**src/hdl/lfc_pkg.sv**
```systemverilog
package lfc_pkg;
  // ---------------------------------------------------------------
  // register indices (printed offsets are not multiples of four)
  // ---------------------------------------------------------------
  localparam logic [3:0] LFC_IDX_MSG_SIZE = 4'hb;
  localparam logic [3:0] LFC_IDX_DIV_LOW = 4'hc;
  localparam logic [3:0] LFC_IDX_MULT = 4'hd;
  localparam logic [3:0] LFC_IDX_IDENT = 4'he;
  localparam logic [3:0] LFC_IDX_ERR = 4'ha;
  localparam logic [3:0] LFC_IDX_ERR_CLR = 4'hf;
  localparam int LFC_ADDR_W = 6;
  // ---------------------------------------------------------------
  // field positions and reset values
  // ---------------------------------------------------------------
  localparam int LFC_CHK_MODE_BIT = 7;
  localparam int LFC_DIV_MSB_BIT = 0;
  localparam int LFC_ERR_CHK_BIT = 1;
  localparam logic [7:0] LFC_RESET_VAL = 8'h00;
  localparam logic [3:0] LFC_LEN_MAX_CODE = 4'h8;
  localparam logic [3:0] LFC_LEN_FROM_ID = 4'hf;
  localparam logic [3:0] LFC_LEN_2 = 4'h2;
  localparam logic [3:0] LFC_LEN_4 = 4'h4;
  localparam logic [3:0] LFC_LEN_8 = 4'h8;
  localparam logic [8:0] LFC_DIV_MIN = 9'h0c8;
  localparam logic [1:0] LFC_RESP_OKAY = 2'h0;
  localparam logic [1:0] LFC_RESP_SLVERR = 2'h2;
endpackage

```
**src/hdl/lfc_config.sv**
```systemverilog
`timescale 1ns/10ps
module lfc_config
  import lfc_pkg::*;
(
  input wire logic aclk,
  input wire logic aresetn,
  input wire logic [LFC_ADDR_W-1:0] s_axi_awaddr,
  input wire logic [2:0] s_axi_awprot,
  input wire logic s_axi_awvalid,
  output logic s_axi_awready,
  input wire logic [31:0] s_axi_wdata,
  input wire logic [3:0] s_axi_wstrb,
  input wire logic s_axi_wvalid,
  output logic s_axi_wready,
  output logic [1:0] s_axi_bresp,
  output logic s_axi_bvalid,
  input wire logic s_axi_bready,
  input wire logic [LFC_ADDR_W-1:0] s_axi_araddr,
  input wire logic [2:0] s_axi_arprot,
  input wire logic s_axi_arvalid,
  output logic s_axi_arready,
  output logic [31:0] s_axi_rdata,
  output logic [1:0] s_axi_rresp,
  output logic s_axi_rvalid,
  input wire logic s_axi_rready,
  input wire logic slave_mode,
  input wire logic chk_done,
  input wire logic chk_match,
  output logic checksum_mode_sel,
  output logic [3:0] data_len,
  output logic len_reserved,
  output logic [5:0] frame_ident,
  output logic [8:0] baud_div,
  output logic [1:0] baud_prescale,
  output logic [4:0] baud_mult,
  output logic checksum_err_flag
);
  // ---------------------------------------------------------------
  // register storage
  // ---------------------------------------------------------------
  logic [7:0] message_size_ctl;
  logic [7:0] baud_divider_low;
  logic [7:0] baud_multiplier_ctl;
  logic [7:0] frame_identifier;
  logic [7:0] error_flags_reg;
  // ---------------------------------------------------------------
  // write channel
  // ---------------------------------------------------------------
  logic aw_held;
  logic w_held;
  logic [3:0] aw_idx;
  logic [7:0] w_byte;
  logic w_lane0;
  logic do_write;
  logic [3:0] next_len;
  logic next_resv;
  logic err_clr;
  logic chk_fail;

  assign do_write = aw_held && w_held && !s_axi_bvalid;

  always_ff @(posedge aclk) begin
    if (!aresetn) begin
      aw_held <= 1'b0;
      aw_idx <= 4'h0;
      s_axi_awready <= 1'b0;
    end else if (do_write) begin
      aw_held <= 1'b0;
    end else if (s_axi_awvalid && s_axi_awready) begin
      aw_held <= 1'b1;
      aw_idx <= s_axi_awaddr[LFC_ADDR_W-1:2];
      s_axi_awready <= 1'b0;
    end else begin
      s_axi_awready <= !aw_held && !s_axi_bvalid;
    end
  end

  always_ff @(posedge aclk) begin
    if (!aresetn) begin
      w_held <= 1'b0;
      w_byte <= 8'h00;
      w_lane0 <= 1'b0;
      s_axi_wready <= 1'b0;
    end else if (do_write) begin
      w_held <= 1'b0;
    end else if (s_axi_wvalid && s_axi_wready) begin
      w_held <= 1'b1;
      w_byte <= s_axi_wdata[7:0];
      w_lane0 <= s_axi_wstrb[0];
      s_axi_wready <= 1'b0;
    end else begin
      s_axi_wready <= !w_held && !s_axi_bvalid;
    end
  end

  always_ff @(posedge aclk) begin
    if (!aresetn) begin
      s_axi_bvalid <= 1'b0;
      s_axi_bresp <= LFC_RESP_OKAY;
    end else if (do_write) begin
      s_axi_bvalid <= 1'b1;
      // unmapped index answers slverr, error register is read-only
      if (aw_idx inside {LFC_IDX_MSG_SIZE, LFC_IDX_DIV_LOW, LFC_IDX_MULT,
                         LFC_IDX_IDENT, LFC_IDX_ERR_CLR}) begin
        s_axi_bresp <= LFC_RESP_OKAY;
      end else begin
        s_axi_bresp <= LFC_RESP_SLVERR;
      end
    end else if (s_axi_bready) begin
      s_axi_bvalid <= 1'b0;
    end
  end

  // ---------------------------------------------------------------
  // configuration registers
  // ---------------------------------------------------------------
  always_ff @(posedge aclk) begin
    if (!aresetn) begin
      message_size_ctl <= LFC_RESET_VAL;
      baud_divider_low <= LFC_RESET_VAL;
      baud_multiplier_ctl <= LFC_RESET_VAL;
      frame_identifier <= LFC_RESET_VAL;
    end else if (do_write && w_lane0) begin
      unique case (aw_idx)
        LFC_IDX_MSG_SIZE: message_size_ctl <= {w_byte[7], 3'h0, w_byte[3:0]};
        LFC_IDX_DIV_LOW: baud_divider_low <= w_byte;
        LFC_IDX_MULT: baud_multiplier_ctl <= w_byte;
        LFC_IDX_IDENT: frame_identifier <= {2'h0, w_byte[5:0]};
        default: ;
      endcase
    end
  end

  // set wins over the software clear
  assign err_clr = do_write && w_lane0 && aw_idx == LFC_IDX_ERR_CLR
                   && w_byte[LFC_ERR_CHK_BIT];
  assign chk_fail = chk_done && !chk_match;

  always_ff @(posedge aclk) begin
    if (!aresetn) begin
      error_flags_reg <= LFC_RESET_VAL;
    end else if (chk_fail) begin
      error_flags_reg[LFC_ERR_CHK_BIT] <= 1'b1;
    end else if (err_clr) begin
      error_flags_reg[LFC_ERR_CHK_BIT] <= 1'b0;
    end
  end

  // ---------------------------------------------------------------
  // read channel
  // ---------------------------------------------------------------
  logic [3:0] ar_idx;
  logic [7:0] rd_byte;
  assign ar_idx = s_axi_araddr[LFC_ADDR_W-1:2];

  always_comb begin
    unique case (ar_idx)
      LFC_IDX_MSG_SIZE: rd_byte = message_size_ctl;
      LFC_IDX_DIV_LOW: rd_byte = baud_divider_low;
      LFC_IDX_MULT: rd_byte = baud_multiplier_ctl;
      LFC_IDX_IDENT: rd_byte = frame_identifier;
      LFC_IDX_ERR: rd_byte = error_flags_reg;
      default: rd_byte = 8'h00;
    endcase
  end

  // read data is captured at the address edge, so a later write cannot tear it
  always_ff @(posedge aclk) begin
    if (!aresetn) begin
      s_axi_arready <= 1'b0;
      s_axi_rvalid <= 1'b0;
      s_axi_rdata <= 32'h0000_0000;
      s_axi_rresp <= LFC_RESP_OKAY;
    end else if (s_axi_arvalid && s_axi_arready) begin
      s_axi_arready <= 1'b0;
      s_axi_rvalid <= 1'b1;
      s_axi_rdata <= {24'h000000, rd_byte};
      if (ar_idx inside {LFC_IDX_MSG_SIZE, LFC_IDX_DIV_LOW, LFC_IDX_MULT,
                         LFC_IDX_IDENT, LFC_IDX_ERR}) begin
        s_axi_rresp <= LFC_RESP_OKAY;
      end else begin
        s_axi_rresp <= LFC_RESP_SLVERR;
      end
    end else if (s_axi_rvalid) begin
      if (s_axi_rready) begin
        s_axi_rvalid <= 1'b0;
      end
    end else begin
      s_axi_arready <= 1'b1;
    end
  end

  // ---------------------------------------------------------------
  // decoded outputs to the frame and bit-timing engine
  // ---------------------------------------------------------------
  lfc_len_decode lfc_len_decode_inst (
    .len_code(message_size_ctl[3:0]),
    .ident_hi(frame_identifier[5:4]),
    .data_len(next_len),
    .len_reserved(next_resv)
  );

  always_ff @(posedge aclk) begin
    if (!aresetn) begin
      checksum_mode_sel <= 1'b0;
      data_len <= 4'h0;
      len_reserved <= 1'b0;
      frame_ident <= 6'h00;
      baud_div <= 9'h000;
      baud_prescale <= 2'h0;
      baud_mult <= 5'h00;
      checksum_err_flag <= 1'b0;
    end else begin
      checksum_mode_sel <= message_size_ctl[LFC_CHK_MODE_BIT];
      data_len <= next_len;
      len_reserved <= next_resv;
      frame_ident <= frame_identifier[5:0];
      // range 200..511 is kept by software, not clamped here
      baud_div <= {baud_multiplier_ctl[LFC_DIV_MSB_BIT], baud_divider_low};
      baud_prescale <= baud_multiplier_ctl[7:6];
      // multiplier is masked in slave mode so it never shapes bit timing
      baud_mult <= slave_mode ? 5'h00 : baud_multiplier_ctl[5:1];
      checksum_err_flag <= error_flags_reg[LFC_ERR_CHK_BIT];
    end
  end

  // ---------------------------------------------------------------
  // assertions
  // ---------------------------------------------------------------
  AST_CHK_MODE: assert property (@(posedge aclk) disable iff (!aresetn)
    ##1 checksum_mode_sel == $past(message_size_ctl[7]))
    else $error("checksum mode output does not follow register");
  AST_LEN_DIRECT: assert property (@(posedge aclk) disable iff (!aresetn)
    message_size_ctl[3:0] <= 4'h8 |=> data_len == $past(message_size_ctl[3:0]))
    else $error("direct length wrong");
  AST_LEN_ID: assert property (@(posedge aclk) disable iff (!aresetn)
    message_size_ctl[3:0] == 4'hf && frame_identifier[5:4] == 2'h3 |=> data_len == 4'h8)
    else $error("identifier length 8 wrong");
  AST_LEN_MAP: assert property (@(posedge aclk) disable iff (!aresetn)
    message_size_ctl[3:0] == 4'hf && !frame_identifier[5] |=> data_len == 4'h2)
    else $error("identifier length 2 wrong");
  AST_DIV: assert property (@(posedge aclk) disable iff (!aresetn)
    ##1 baud_div == {$past(baud_multiplier_ctl[0]), $past(baud_divider_low)})
    else $error("divider assembly wrong");
  AST_PRESCALE: assert property (@(posedge aclk) disable iff (!aresetn)
    ##1 baud_prescale == $past(baud_multiplier_ctl[7:6]))
    else $error("prescaler wrong");
  AST_MULT_SLAVE: assert property (@(posedge aclk) disable iff (!aresetn)
    slave_mode |=> baud_mult == 5'h00)
    else $error("multiplier active in slave mode");
  AST_SIZE_ZERO: assert property (@(posedge aclk) disable iff (!aresetn)
    message_size_ctl[6:4] == 3'h0)
    else $error("size reserved bits nonzero");
  AST_ID_ZERO: assert property (@(posedge aclk) disable iff (!aresetn)
    frame_identifier[7:6] == 2'h0)
    else $error("identifier reserved bits nonzero");
  AST_RESET: assert property (@(posedge aclk)
    !aresetn |=> message_size_ctl == 8'h00 && baud_multiplier_ctl == 8'h00
    && baud_divider_low == 8'h00 && frame_identifier == 8'h00)
    else $error("registers not cleared by reset");
  AST_CHK_ERR: assert property (@(posedge aclk) disable iff (!aresetn)
    chk_done && !chk_match |=> ##1 checksum_err_flag)
    else $error("checksum error flag not raised");
  AST_WR_RESP: assert property (@(posedge aclk) disable iff (!aresetn)
    do_write |=> s_axi_bvalid)
    else $error("write response missing");
  AST_LEN_RESV: assert property (@(posedge aclk) disable iff (!aresetn)
    message_size_ctl[3:0] > 4'h8 && message_size_ctl[3:0] != 4'hf |=> data_len == 4'h0)
    else $error("reserved length code not reported as zero");
  AST_LEN_FOUR: assert property (@(posedge aclk) disable iff (!aresetn)
    message_size_ctl[3:0] == 4'hf && frame_identifier[5:4] == 2'h2 |=> data_len == 4'h4)
    else $error("identifier length 4 wrong");
  AST_MULT_MASTER: assert property (@(posedge aclk) disable iff (!aresetn)
    !slave_mode |=> baud_mult == $past(baud_multiplier_ctl[5:1]))
    else $error("multiplier does not follow register in master mode");
  AST_IDENT_OUT: assert property (@(posedge aclk) disable iff (!aresetn)
    ##1 frame_ident == $past(frame_identifier[5:0]))
    else $error("identifier output does not follow register");
  AST_ERR_CLR: assert property (@(posedge aclk) disable iff (!aresetn)
    err_clr && !chk_fail |=> !error_flags_reg[LFC_ERR_CHK_BIT])
    else $error("checksum error bit not cleared");
  AST_RD_RESP: assert property (@(posedge aclk) disable iff (!aresetn)
    s_axi_arvalid && s_axi_arready |=> s_axi_rvalid)
    else $error("read response missing");
  AST_WR_REFUSE: assert property (@(posedge aclk) disable iff (!aresetn)
    s_axi_bvalid |-> !s_axi_awready && !s_axi_wready)
    else $error("write accepted while response pending");

  COV_WRITE: cover property (@(posedge aclk) disable iff (!aresetn)
    s_axi_bvalid && s_axi_bready);
  COV_READ: cover property (@(posedge aclk) disable iff (!aresetn)
    s_axi_rvalid && s_axi_rready);
  COV_ID_LEN: cover property (@(posedge aclk) disable iff (!aresetn)
    message_size_ctl[3:0] == 4'hf);
  COV_CHK_ERR: cover property (@(posedge aclk) disable iff (!aresetn)
    chk_fail);
  COV_SLAVE_MASK: cover property (@(posedge aclk) disable iff (!aresetn)
    slave_mode && baud_multiplier_ctl[5:1] != 5'h00);
endmodule

```
**src/hdl/lfc_len_decode.sv**
```systemverilog
`timescale 1ns/10ps
// resolves the frame length code into a byte count
module lfc_len_decode
  import lfc_pkg::*;
(
  input wire logic [3:0] len_code,
  input wire logic [1:0] ident_hi,
  output logic [3:0] data_len,
  output logic len_reserved
);
  always_comb begin
    len_reserved = 1'b0;
    if (len_code == LFC_LEN_FROM_ID) begin
      unique case (ident_hi)
        2'h0, 2'h1: data_len = LFC_LEN_2;
        2'h2: data_len = LFC_LEN_4;
        2'h3: data_len = LFC_LEN_8;
      endcase
    end else if (len_code <= LFC_LEN_MAX_CODE) begin
      data_len = len_code;
    end else begin
      // reserved codes: report zero length and flag it
      data_len = 4'h0;
      len_reserved = 1'b1;
    end
  end
endmodule

```
**config.mk**
```make
export PLATFORM = sky130hd
export DESIGN_NAME = lfc_config
export DESIGN_NICKNAME = d
export VERILOG_FILES = /design/src/hdl/lfc_pkg.sv /design/src/hdl/lfc_config.sv /design/src/hdl/lfc_len_decode.sv
export SDC_FILE = /design/constraint.sdc
export NUM_CORES = 1
export LEC_CHECK = 0
export BUFFER_PORTS_ARGS = -buffer_cell sky130_fd_sc_hd__buf_4
export CORE_MARGIN = 10
export CORE_UTILIZATION = 50
export CTS_BUF_LIST = sky130_fd_sc_hd__clkbuf_4 sky130_fd_sc_hd__clkbuf_8
export CTS_CLUSTER_DIAMETER = 200
export DETAILED_ROUTE_END_ITERATION = 8
export GPL_TIMING_DRIVEN = 0
export PLACE_DENSITY = 0.79
export SETUP_SLACK_MARGIN = 0.4
export SLEW_MARGIN = 10
export SYNTH_ARGS = -nofsm -noshare
export SYNTH_HDL_FRONTEND = slang
export SYNTH_SLANG_ARGS = --single-unit
```
**constraint.sdc**
```tcl
create_clock -name aclk -period 1.7 [get_ports aclk]
set_input_delay 0.34 -clock aclk [delete_from_list [all_inputs] [get_ports aclk]]
set_output_delay 0.34 -clock aclk [all_outputs]
set_load 0.02 [all_outputs]
```
Yosys cells after proc, flatten, opt, wreduce, memory -nomap -nowiden
Index checks and enable logic that the tools add are counted.
- register bits: 89
- input bits: 64
- mux-type cells: 16
- order comparisons: 1
- eq/ne operators: 14
- bitwise operators: 2
- reduce and logical (&&, ||, !) cells: 31
- operators by type and width (cell ; count):
    $eq 4x4->1 const B ; 11
    $pmux 8 s5 ; 1
    $pmux 4 s3 ; 1
    $reduce_and 2->1 ; 6
    $logic_and 1x1->1 ; 11
    $mux 1 ; 10
    $reduce_bool 5->1 ; 2
    $reduce_or 2->1 ; 5
    $mux 4 ; 2
    $eq 2x2->1 const B ; 2
    $le 4x4->1 const B ; 1
    $logic_not 1->1 ; 4
    $mux 2 ; 2
    $reduce_bool 2->1 ; 2
    $eq 2x1->1 const B ; 1
    $logic_not 2->1 ; 1
    $not 1->1 ; 2

Depth between registers and ports, before layout
Gate-level depths: netlist of the first run.
- depth in word-level cells: 7
- mapped depth: 6
- depth with buffers taken out: 4

Cells and area by module
From an unflattened synthesis of the first run, not the netlist that was laid out.
- cells, all modules: 360
- area total of the unflattened synthesis: 3440.8 um^2
- by module, submodules not included (module ; seq. area each (um^2) ; instances ; cells an instance ; area each (um^2)):
    lfc_config ; 1741.7 ; 1 ; 349 ; 3360.7
    lfc_len_decode ; 0.0 ; 1 ; 11 ; 80.1

Least setup slack after synthesis of the first run
No wires, ideal clock.
- path type: reg2reg
- from: register s_axi_bvalid
- to: register baud_divider_low[0]
- library setup time: 128 ps
- required time: 1572 ps
- slack: 40 ps
- arrival: 1533 ps
- cell stages (with the launch flop): 6
- path through: dfxtp_1 -> nand3b_1 -> buf_6 -> nor4_4 -> mux2i_1 -> nor2_1
- word-level cells in the longest chain between the ends: 4
- RTL lines (element ; line ; text):
    start: declaration ; lfc_config.sv:16 ; output logic s_axi_bvalid,
    start signal: assignment ; lfc_config.sv:98 ; s_axi_bvalid <= 1'b0;
    start signal: assignment ; lfc_config.sv:101 ; s_axi_bvalid <= 1'b1;
    start signal: assignment ; lfc_config.sv:110 ; s_axi_bvalid <= 1'b0;
    $logic_not 1->1 ; lfc_config.sv:60 ; assign do_write = aw_held && w_held && !s_axi_bvalid;
    $logic_and 1x1->1 ; lfc_config.sv:60 ;
    $logic_and 1x1->1 ; lfc_config.sv:123 ; end else if (do_write && w_lane0) begin
    $reduce_and 2->1 (no source line) ; - ;
    end signal: assignment ; lfc_config.sv:126 ; LFC_IDX_DIV_LOW: baud_divider_low <= w_byte;
    end: declaration ; lfc_config.sv:42 ; logic [7:0] baud_divider_low;
No other way between the ends.
A chain may end at the register's enable or synchronous reset.

Final worst setup path of the first run
- from: register aw_idx[0]
- to: register baud_divider_low[0]
- word-level cells in the longest chain between the ends: 2
- RTL lines (element ; line ; text):
    start: declaration ; lfc_config.sv:51 ; logic [3:0] aw_idx;
    start signal: assignment ; lfc_config.sv:71 ; aw_idx <= s_axi_awaddr[LFC_ADDR_W-1:2];
    $eq 4x4->1 ; lfc_config.sv:124 ; unique case (aw_idx)
    $reduce_and 2->1 (no source line) ; - ;
No other way between the ends.

==> results list, run 1 <==
* Worst endpoint data arrival time: 1.75 ns
- The library cell used most frequently in the layout, excluding fill and tap cells, is sky130_fd_sc_hd__buf_4.
- Met3 routed wirelength: about 680 um
- Highest attainable clock frequency: around 660 MHz
- TritonCTS built the clock tree.
- The synthesized netlist occupies a cell area of 3460 um2.
- The detailed router put a total of 3900 um of wire on met1.
- The worst path needs 1.52 ns of the cycle, external delays included.
- Latest clock arrival within the worst-skew pair: 0.36 ns
* Tot GR Track Use: around 18%
* Register with the most flip-flops: baud_div
- Gr ovfl total: 0
* Leakage power: 1.95 nW
- Power comes to 0.00406 W.
* Wire length of the first global-routing pass: between 10000 and 15000 um
- IR analysis of the VDD net gives a maximum drop of approximately 0.53 mV.
* Antenna violation net count after detailed routing: 0
- The tool flagged a number of max-cap violations equal to 0.
* Kind of critical path: reg -> reg
- Most used flip-flop cell after synthesis: sky130_fd_sc_hd__dfxtp_1
* Post-synth ARST share: 0%
* Worst Path Max Fanout: 6
- Area of the die: 10700 um2
* Detailed Routing Iterations Pass 1: 4
* Max-slew headroom at the worst pin: between 50 and 60%
* Fin util: 69.0%
- The congestion estimate from routability-driven global placement came to 0.870.
- DRT iter0 DRCs: 104
- Die Span X: 103 um
* Register area share after synthesis: 50.3%
* Setup crit end kind: register
- Number of nets in the layout: 540
- Site Rows: 30
- Clock transition at the register clock pins on the worst setup and hold paths after CTS: 0.08 ns
* Post-route clock skew: 0.00327 ns
- Number of filler instances in the final layout: 520
* Largest net degree at the start of global routing: 14
- STA puts the critical path data required time at 1.93 ns.
- Layout cell share with drive strength beyond 1: 34.4%
- Power spread over the standard cell area amounts to 872 nW/um2.
- The number of antenna diodes in the final layout is 0.
- Compared with the post-synthesis result, the final layout area differs by 34.5%.
* Top routing layer in use: met4
- Setup repair after global routing could not meet its margin everywhere.
* Average cell area after synthesis: slightly below 10 um2
- In the routed design, unresolved DRC markers number 0.
- The longest clock path from root to sink contains 2 buffers.
- Number of standard cells after synthesis: 360
- Avg WL per Cell: about 17 um
- Cts bufs inserted: 9
* Number of hold-slack violations in the final timing report: 0
- Met2 Wirelength: between 4000 and 5000 um
- The final layout contains routed wiring with a total length of 9540 um.
- For this block, the via count after detailed routing is 2834.
* Initial antenna violation count: 0
- Placeable Area: 6760 um2
- Clk Tree Root Cell: sky130_fd_sc_hd__clkbuf_8
* Number of flip-flops in the largest register: 9
- 134 I/O pins were placed.
- The synthesized design contains 0 enable-type register cells.
- For the pin with the worst max-slew slack, the measured transition is 0.665 ns.
- Total of warnings raised by yosys: 0
- Counting distinct cell types in the post-synthesis netlist gives between 40 and 50.
* Setup crit start kind: register
* Buffers on Ports: 68
- Yosys reg bits: 87
* Setup violators final: 0
- The worst path uses 89.6% of the clock period.
* Dpl hpwl: 6900 um
- Htree depth: 3
- Once the floorplan was initialized, standard cells occupied approximately half of the core.
* Path category of the worst min-delay check: in -> reg
- The tree built by TritonCTS fans out to 87 sinks.
* Top library cells by usage in the layout, fill and taps aside: 100 x sky130_fd_sc_hd__buf_4, 78 x sky130_fd_sc_hd__dfxtp_1, 35 x sky130_fd_sc_hd__nand2_1
- Status: completed
- Measured along the y axis, the die boundary spans 103 um.
- The max-slew violation count was 0.
* Ratio of routed vias to standard cells: 5.06
- Vias in the first global route: ~2900
[report_power, final]
group	switching, W	internal (W)
logic	0.000212	0.000174
registers	0.0000410	0.00207
clock network	0.000697	0.000871
total	0.000950	0.00311
[metrics by stage]
| step | cell area (um2) | setup WS [ns] | instances | hold WS [ns] | setup TNS [ns] |
|---|---|---|---|---|---|
| finish | 4660 | 0.176 | 560 | 0.215 | 0 |
| global route | 4660 | 0.114 | 560 | 0.228 | 0 |
| CTS | 4580 | 0.168 | 560 | 0.222 | 0 |
| detailed placement | 4200 | -0.194 | 533 | 0.470 | -1.39 |
| global placement | 4200 | -0.148 | 533 | 0.460 | -1.08 |
| floorplan | 3590 | 0.0470 | 385 | 0.446 | 0 |
[layout make-up]
type	count	area [um2]	area share [%]
Buffer	43	314	6.74
Clock buffer	11	145	3.11
Clock inverter	4	70.1	1.50
Inverter	3	11.3	0.242
Multi-Input combinational cell	252	1630	34.9
Sequential cell	87	1760	37.8
Tap cell	80	100	2.15
Timing Repair Buffer	80	632	13.6
[per-layer routing]
metal	global-route usage (%)	up-vias
met5	0	-
met4	8.66	0
met3	4.65	19
met2	30.0	97
met1	20.7	1315
li1	-	1403
[synthesized netlist by cell type (6+ instances only)]
cell / n / area share [%]
sky130_fd_sc_hd__nor2b_1: 25 / 4.5
sky130_fd_sc_hd__mux2i_1: 26 / 7.5
sky130_fd_sc_hd__nand2_1: 41 / 4.4
sky130_fd_sc_hd__clkbuf_1: 14 / 1.5
sky130_fd_sc_hd__dfxtp_1: 87 / 50
sky130_fd_sc_hd__nor2_1: 15 / 1.6
sky130_fd_sc_hd__o21ai_0: 16 / 2.3
sky130_fd_sc_hd__buf_4: 26 / 5.6
sky130_fd_sc_hd__a21oi_1: 7 / 1.0
sky130_fd_sc_hd__a21boi_0: 8 / 1.7
sky130_fd_sc_hd__nand3_1: 15 / 2.2
sky130_fd_sc_hd__a22oi_1: 6 / 1.3
sky130_fd_sc_hd__and2_1: 25 / 4.5
[timing repair]
item / in CTS / in global routing
resized for setup: 28 / 37
hold buffers: 0 / 0
endpoints found under the hold margin: 0 / 0
cloned: 2 / 0
pin swaps: 5 / 9
endpoints found under the setup margin: 42 / 51
setup buffers: 10 / 0
[logic make-up (layout without fill, tap and decap cells)]
logic type	count (synthesis)	count (layout)	synth area share (%)
simple gates	147	147	23.5
flops	87	87	50.3
compound gates	52	52	10.0
buf+inv	46	141	8.24
mux	27	27	7.84
other cells	1	26	0.108
[worst max-delay path: stages (launching register included)]
cell and delay (ns):
sky130_fd_sc_hd__dfxtp_4 0.38, sky130_fd_sc_hd__or2_4 0.26, sky130_fd_sc_hd__nor4_4 0.28, sky130_fd_sc_hd__buf_6 0.19, sky130_fd_sc_hd__mux2i_1 0.22, sky130_fd_sc_hd__nor2_1 0.06
[path summary, 6_finish.rpt]
| check | slack [ns] | cells after the start | end | start |
|---|---|---|---|---|
| worst max-delay path | 0.18 | 5 | baud_divider_low[0] | aw_idx[0] |
| worst min-delay path | 0.22 | 3 | aw_idx[3] | s_axi_awaddr[5] |
| worst max register to register | 0.18 | 5 | baud_divider_low[0] | aw_idx[0] |
| worst min register to register | 0.47 | 2 | s_axi_rdata[2] | s_axi_rdata[2] |
Note: power is estimated with default switching activity, not from simulation.
==> inputs of run 2 (changes only) <==
Settings changed: CORE_UTILIZATION 50 to 54, PLACE_DENSITY 0.79 to 0.84.
Clock period 1.7 ns to 1.8 ns, I/O delays scaled along.
==> run 2 against run 1 <==
Compared with the run above: design area down 0.67%; fmax is 2.8% lower; highest routed layer unchanged; register-to-register slack improved by 0.06 ns; sequential share of layout area is 0.20 points higher; worst hold slack improved by 0.031 ns; non-clock buffer count rose by 3; die area down 6.0%; global-route usage is 0.45 points lower; critical path type unchanged; worst setup slack improved by 0.057 ns; sequential power fell by 5%; clock skew increased by 0.0022 ns; critical endpoint is now baud_multiplier_ctl[0]; clock power down 14%.
==> results list, run 2 (synthesized netlist as in run 1, its figures left out) <==
* Status: completed (unchanged)
* Final cell count without fillers: 561 (was 560)
- The clock tree from TritonCTS is done (unchanged).
- Avg WL per Cell: 17.0 um (about the same)
- Endpoint of the lowest-slack register-to-register path: baud_multiplier_ctl[0] (was baud_divider_low[0])
- Number of flip-flops in the largest register: 9 (unchanged)
- Period utilisation layout: 87.1% (was 89.6%)
- Detailed Routing Iterations Pass 1: 4 (unchanged)
- Leakage power: 1.93 nW (was 1.95 nW)
* Min cycle time layout: 1.57 ns (was 1.52 ns)
- The final core utilization was 73.7% (was 69.0%).
- The critical path class is reg -> reg (unchanged).
- The end of the worst hold path was aw_idx[3] (unchanged).
- Gr busiest metal: met2 (unchanged)
* Clock transition at the register clock pins on the worst setup and hold paths after CTS: 0.09 ns (was 0.08 ns)
* Met1 Resource Use GR: 20.0% (was 20.7%)
- The area overhead of the layout relative to synthesis is 33.6% (was 34.5%).
- The number of top-level pins is 134 (unchanged).
* Global-route track usage on met3: 5.49% (was 4.65%)
* Total of max-cap violations: 0 (unchanged)
- The classification of the worst-slack hold path was in -> reg (unchanged).
- Ratio of routed vias to standard cells: 5.22 (was 5.06)
- Number of hold-slack violations in the final timing report: 0 (unchanged)
- Power per Cell Area: 803 nW/um2 (was 872 nW/um2)
* Setup crit end kind: register (unchanged)
- The sum of overflow across all layers after global routing came to 0 (unchanged).
* Hold Path Cell Cnt: 3 (unchanged)
- Tot GR Track Use: 17.4% (was 17.8%)
- Vertical die dimension: 100 um (was 103 um)
- The max-slew violation count is 0 (unchanged).
* Maximum resistive drop on vdd: 0.535 mV (was 0.532 mV)
- Buffers on Ports: 68 (unchanged)
* Clk Tree Root Cell: sky130_fd_sc_hd__clkbuf_8 (unchanged)
- The sum of net half-perimeters after detailed placement is 6610 um (was 6900 um).
- The origin of the worst min-delay path is s_axi_awaddr[5] (unchanged).
- Vias in the first global route: 2827 (was 2935)
* Initial antenna violation count: 0 (unchanged)
- The number of CTS-inserted buffers came to 9 (unchanged).
* Setup crit start kind: register (unchanged)
- The die area was 10000 um2 (was 10700 um2).
- Register with the most flip-flops: baud_div (unchanged)
* Largest net degree at the start of global routing: 16 (was 14)
* Placeable Area: 6280 um2 (was 6760 um2)
- The violation count after the first detailed-route iteration is 129 (was 104).
* Die Span X: 100 um (was 103 um)
- The maximum clock rate came to 638 MHz (was 656 MHz).
- Cell Count Post-Placement: 530 (was 533)
* Sinks on the clock net: 87 (unchanged)
- Site Rows: 29 (was 30)
* Data required, critical path: 2.05 ns (was 1.93 ns)
* DRC errors left: 0 (unchanged)
* Maximum clock insertion buffer count: 2 (unchanged)
- Diodes inserted: 0 (unchanged)
- The wire length after detailed routing was 9530 um (was 9540 um).
* Max-slew headroom at the worst pin: 61.2% (was 55.6%)
- Layout cell share with drive strength beyond 1: 33.1% (was 34.4%)
* Via count: 2929 (was 2834)
* Final weighted congestion in routability-driven placement: 0.913 (was 0.870)
* Post-route clock skew: 0.00545 ns (was 0.00327 ns)
- Number of nets in the layout: 544 (was 540)
- R2r startpoint: aw_idx[1] (was aw_idx[0])
- The register-to-register setup slack was 0.23 ns (was 0.18 ns).
* Length in cells of the worst reg-to-reg path: 6 (was 5)
- Initial standard-cell utilization of the core: 55.2% (was 51.3%)
- Most frequent standard cell in the layout excluding fill and tap cells: sky130_fd_sc_hd__buf_4 (unchanged)
* Worst Path Max Fanout: 8 (was 6)
- The data arrival time of the critical path came to 1.82 ns (was 1.75 ns).
- Critical path origin: aw_idx[1] (was aw_idx[0])
* Htree depth: 3 (unchanged)
* Wire length of the first global-routing pass: 14200 um (was 14600 um)
- Met2 track demand over resource: 29.3% (was 30.0%)
* Latest clock arrival within the worst-skew pair: 0.35 ns (was 0.36 ns)
- Setup violators final: 0 (unchanged)
* Worst Tran Pin Value: 0.582 ns (was 0.665 ns)
- Top library cells by usage in the layout, fill and taps aside: 103 x sky130_fd_sc_hd__buf_4, 80 x sky130_fd_sc_hd__dfxtp_1, 34 x sky130_fd_sc_hd__nand2_1 (was 100 x sky130_fd_sc_hd__buf_4, 78 x sky130_fd_sc_hd__dfxtp_1, 35 x sky130_fd_sc_hd__nand2_1)
- Setup repair after global routing missed its margin: true (unchanged).
- The post-detailed-route count of antenna-violating nets is 0 (unchanged).
## run 2: critical path, stage by stage, from the launching register on
cell                       delay (ns)
sky130_fd_sc_hd__dfxtp_4         0.37
sky130_fd_sc_hd__nand2b_1        0.17
sky130_fd_sc_hd__or4_4           0.53
sky130_fd_sc_hd__buf_8           0.15
sky130_fd_sc_hd__buf_6           0.12
sky130_fd_sc_hd__nand2_1         0.05
sky130_fd_sc_hd__o21ai_0         0.06
## run 2: layout make-up
cell class	instances	area, um2
flip-flops and latches	87	1760
clock buffers	9	124
well taps	77	96.3
plain buffers	43	297
fillers	460	1650
repair buffers	83	654
clock inverters	6	70.1
inverters	3	11.3
multi-input cells	253	1620
## run 2: power breakdown
part           internal (W)  switching, W  total, W
sequential          0.00195     0.0000413   0.00200
combinational      0.000164      0.000207  0.000371
clock              0.000643      0.000708   0.00135
total               0.00276      0.000956   0.00372
## run 2: worst max-delay path by stage
stage	to	slack, ns	cells past startpoint
after floorplan	baud_divider_low[0]	0.15	5
after global placement	baud_divider_low[1]	-0.06	5
after detailed placement	baud_divider_low[3]	-0.11	5
after CTS	message_size_ctl[3]	0.27	6
after global routing	baud_divider_low[3]	0.18	5
final	baud_multiplier_ctl[0]	0.23	6
## run 2: stage by stage
stage / hold slack [ns] / power (W) / worst slack (ns) / TNS [ns] / instance area, um2
after floorplan: 0.446 / 0.00225 / 0.147 / 0 / 3570
after global placement: 0.459 / 0.00235 / -0.0566 / -0.377 / 4180
after detailed placement: 0.465 / 0.00236 / -0.113 / -0.631 / 4180
after CTS: 0.238 / 0.00369 / 0.265 / 0 / 4510
after global routing: 0.253 / 0.00384 / 0.177 / 0 / 4630
final: 0.247 / 0.00372 / 0.233 / 0 / 4630
## run 2: repair_timing
action                     CTS  global route
pin swaps                    5             5
setup buffers               11             2
hold buffers                 0             0
setup endpoints to repair   36            45
gates cloned                 1             2
gates resized for setup     21            37
## run 2: metal layers
| layer | part of all wire [%] | vias up |
|---|---|---|
| met2 | 50 | 116 |
| met5 | 0 | - |
| met3 | 8.0 | 12 |
| met1 | 40 | 1386 |
| met4 | 1.4 | 0 |
| li1 | - | 1415 |
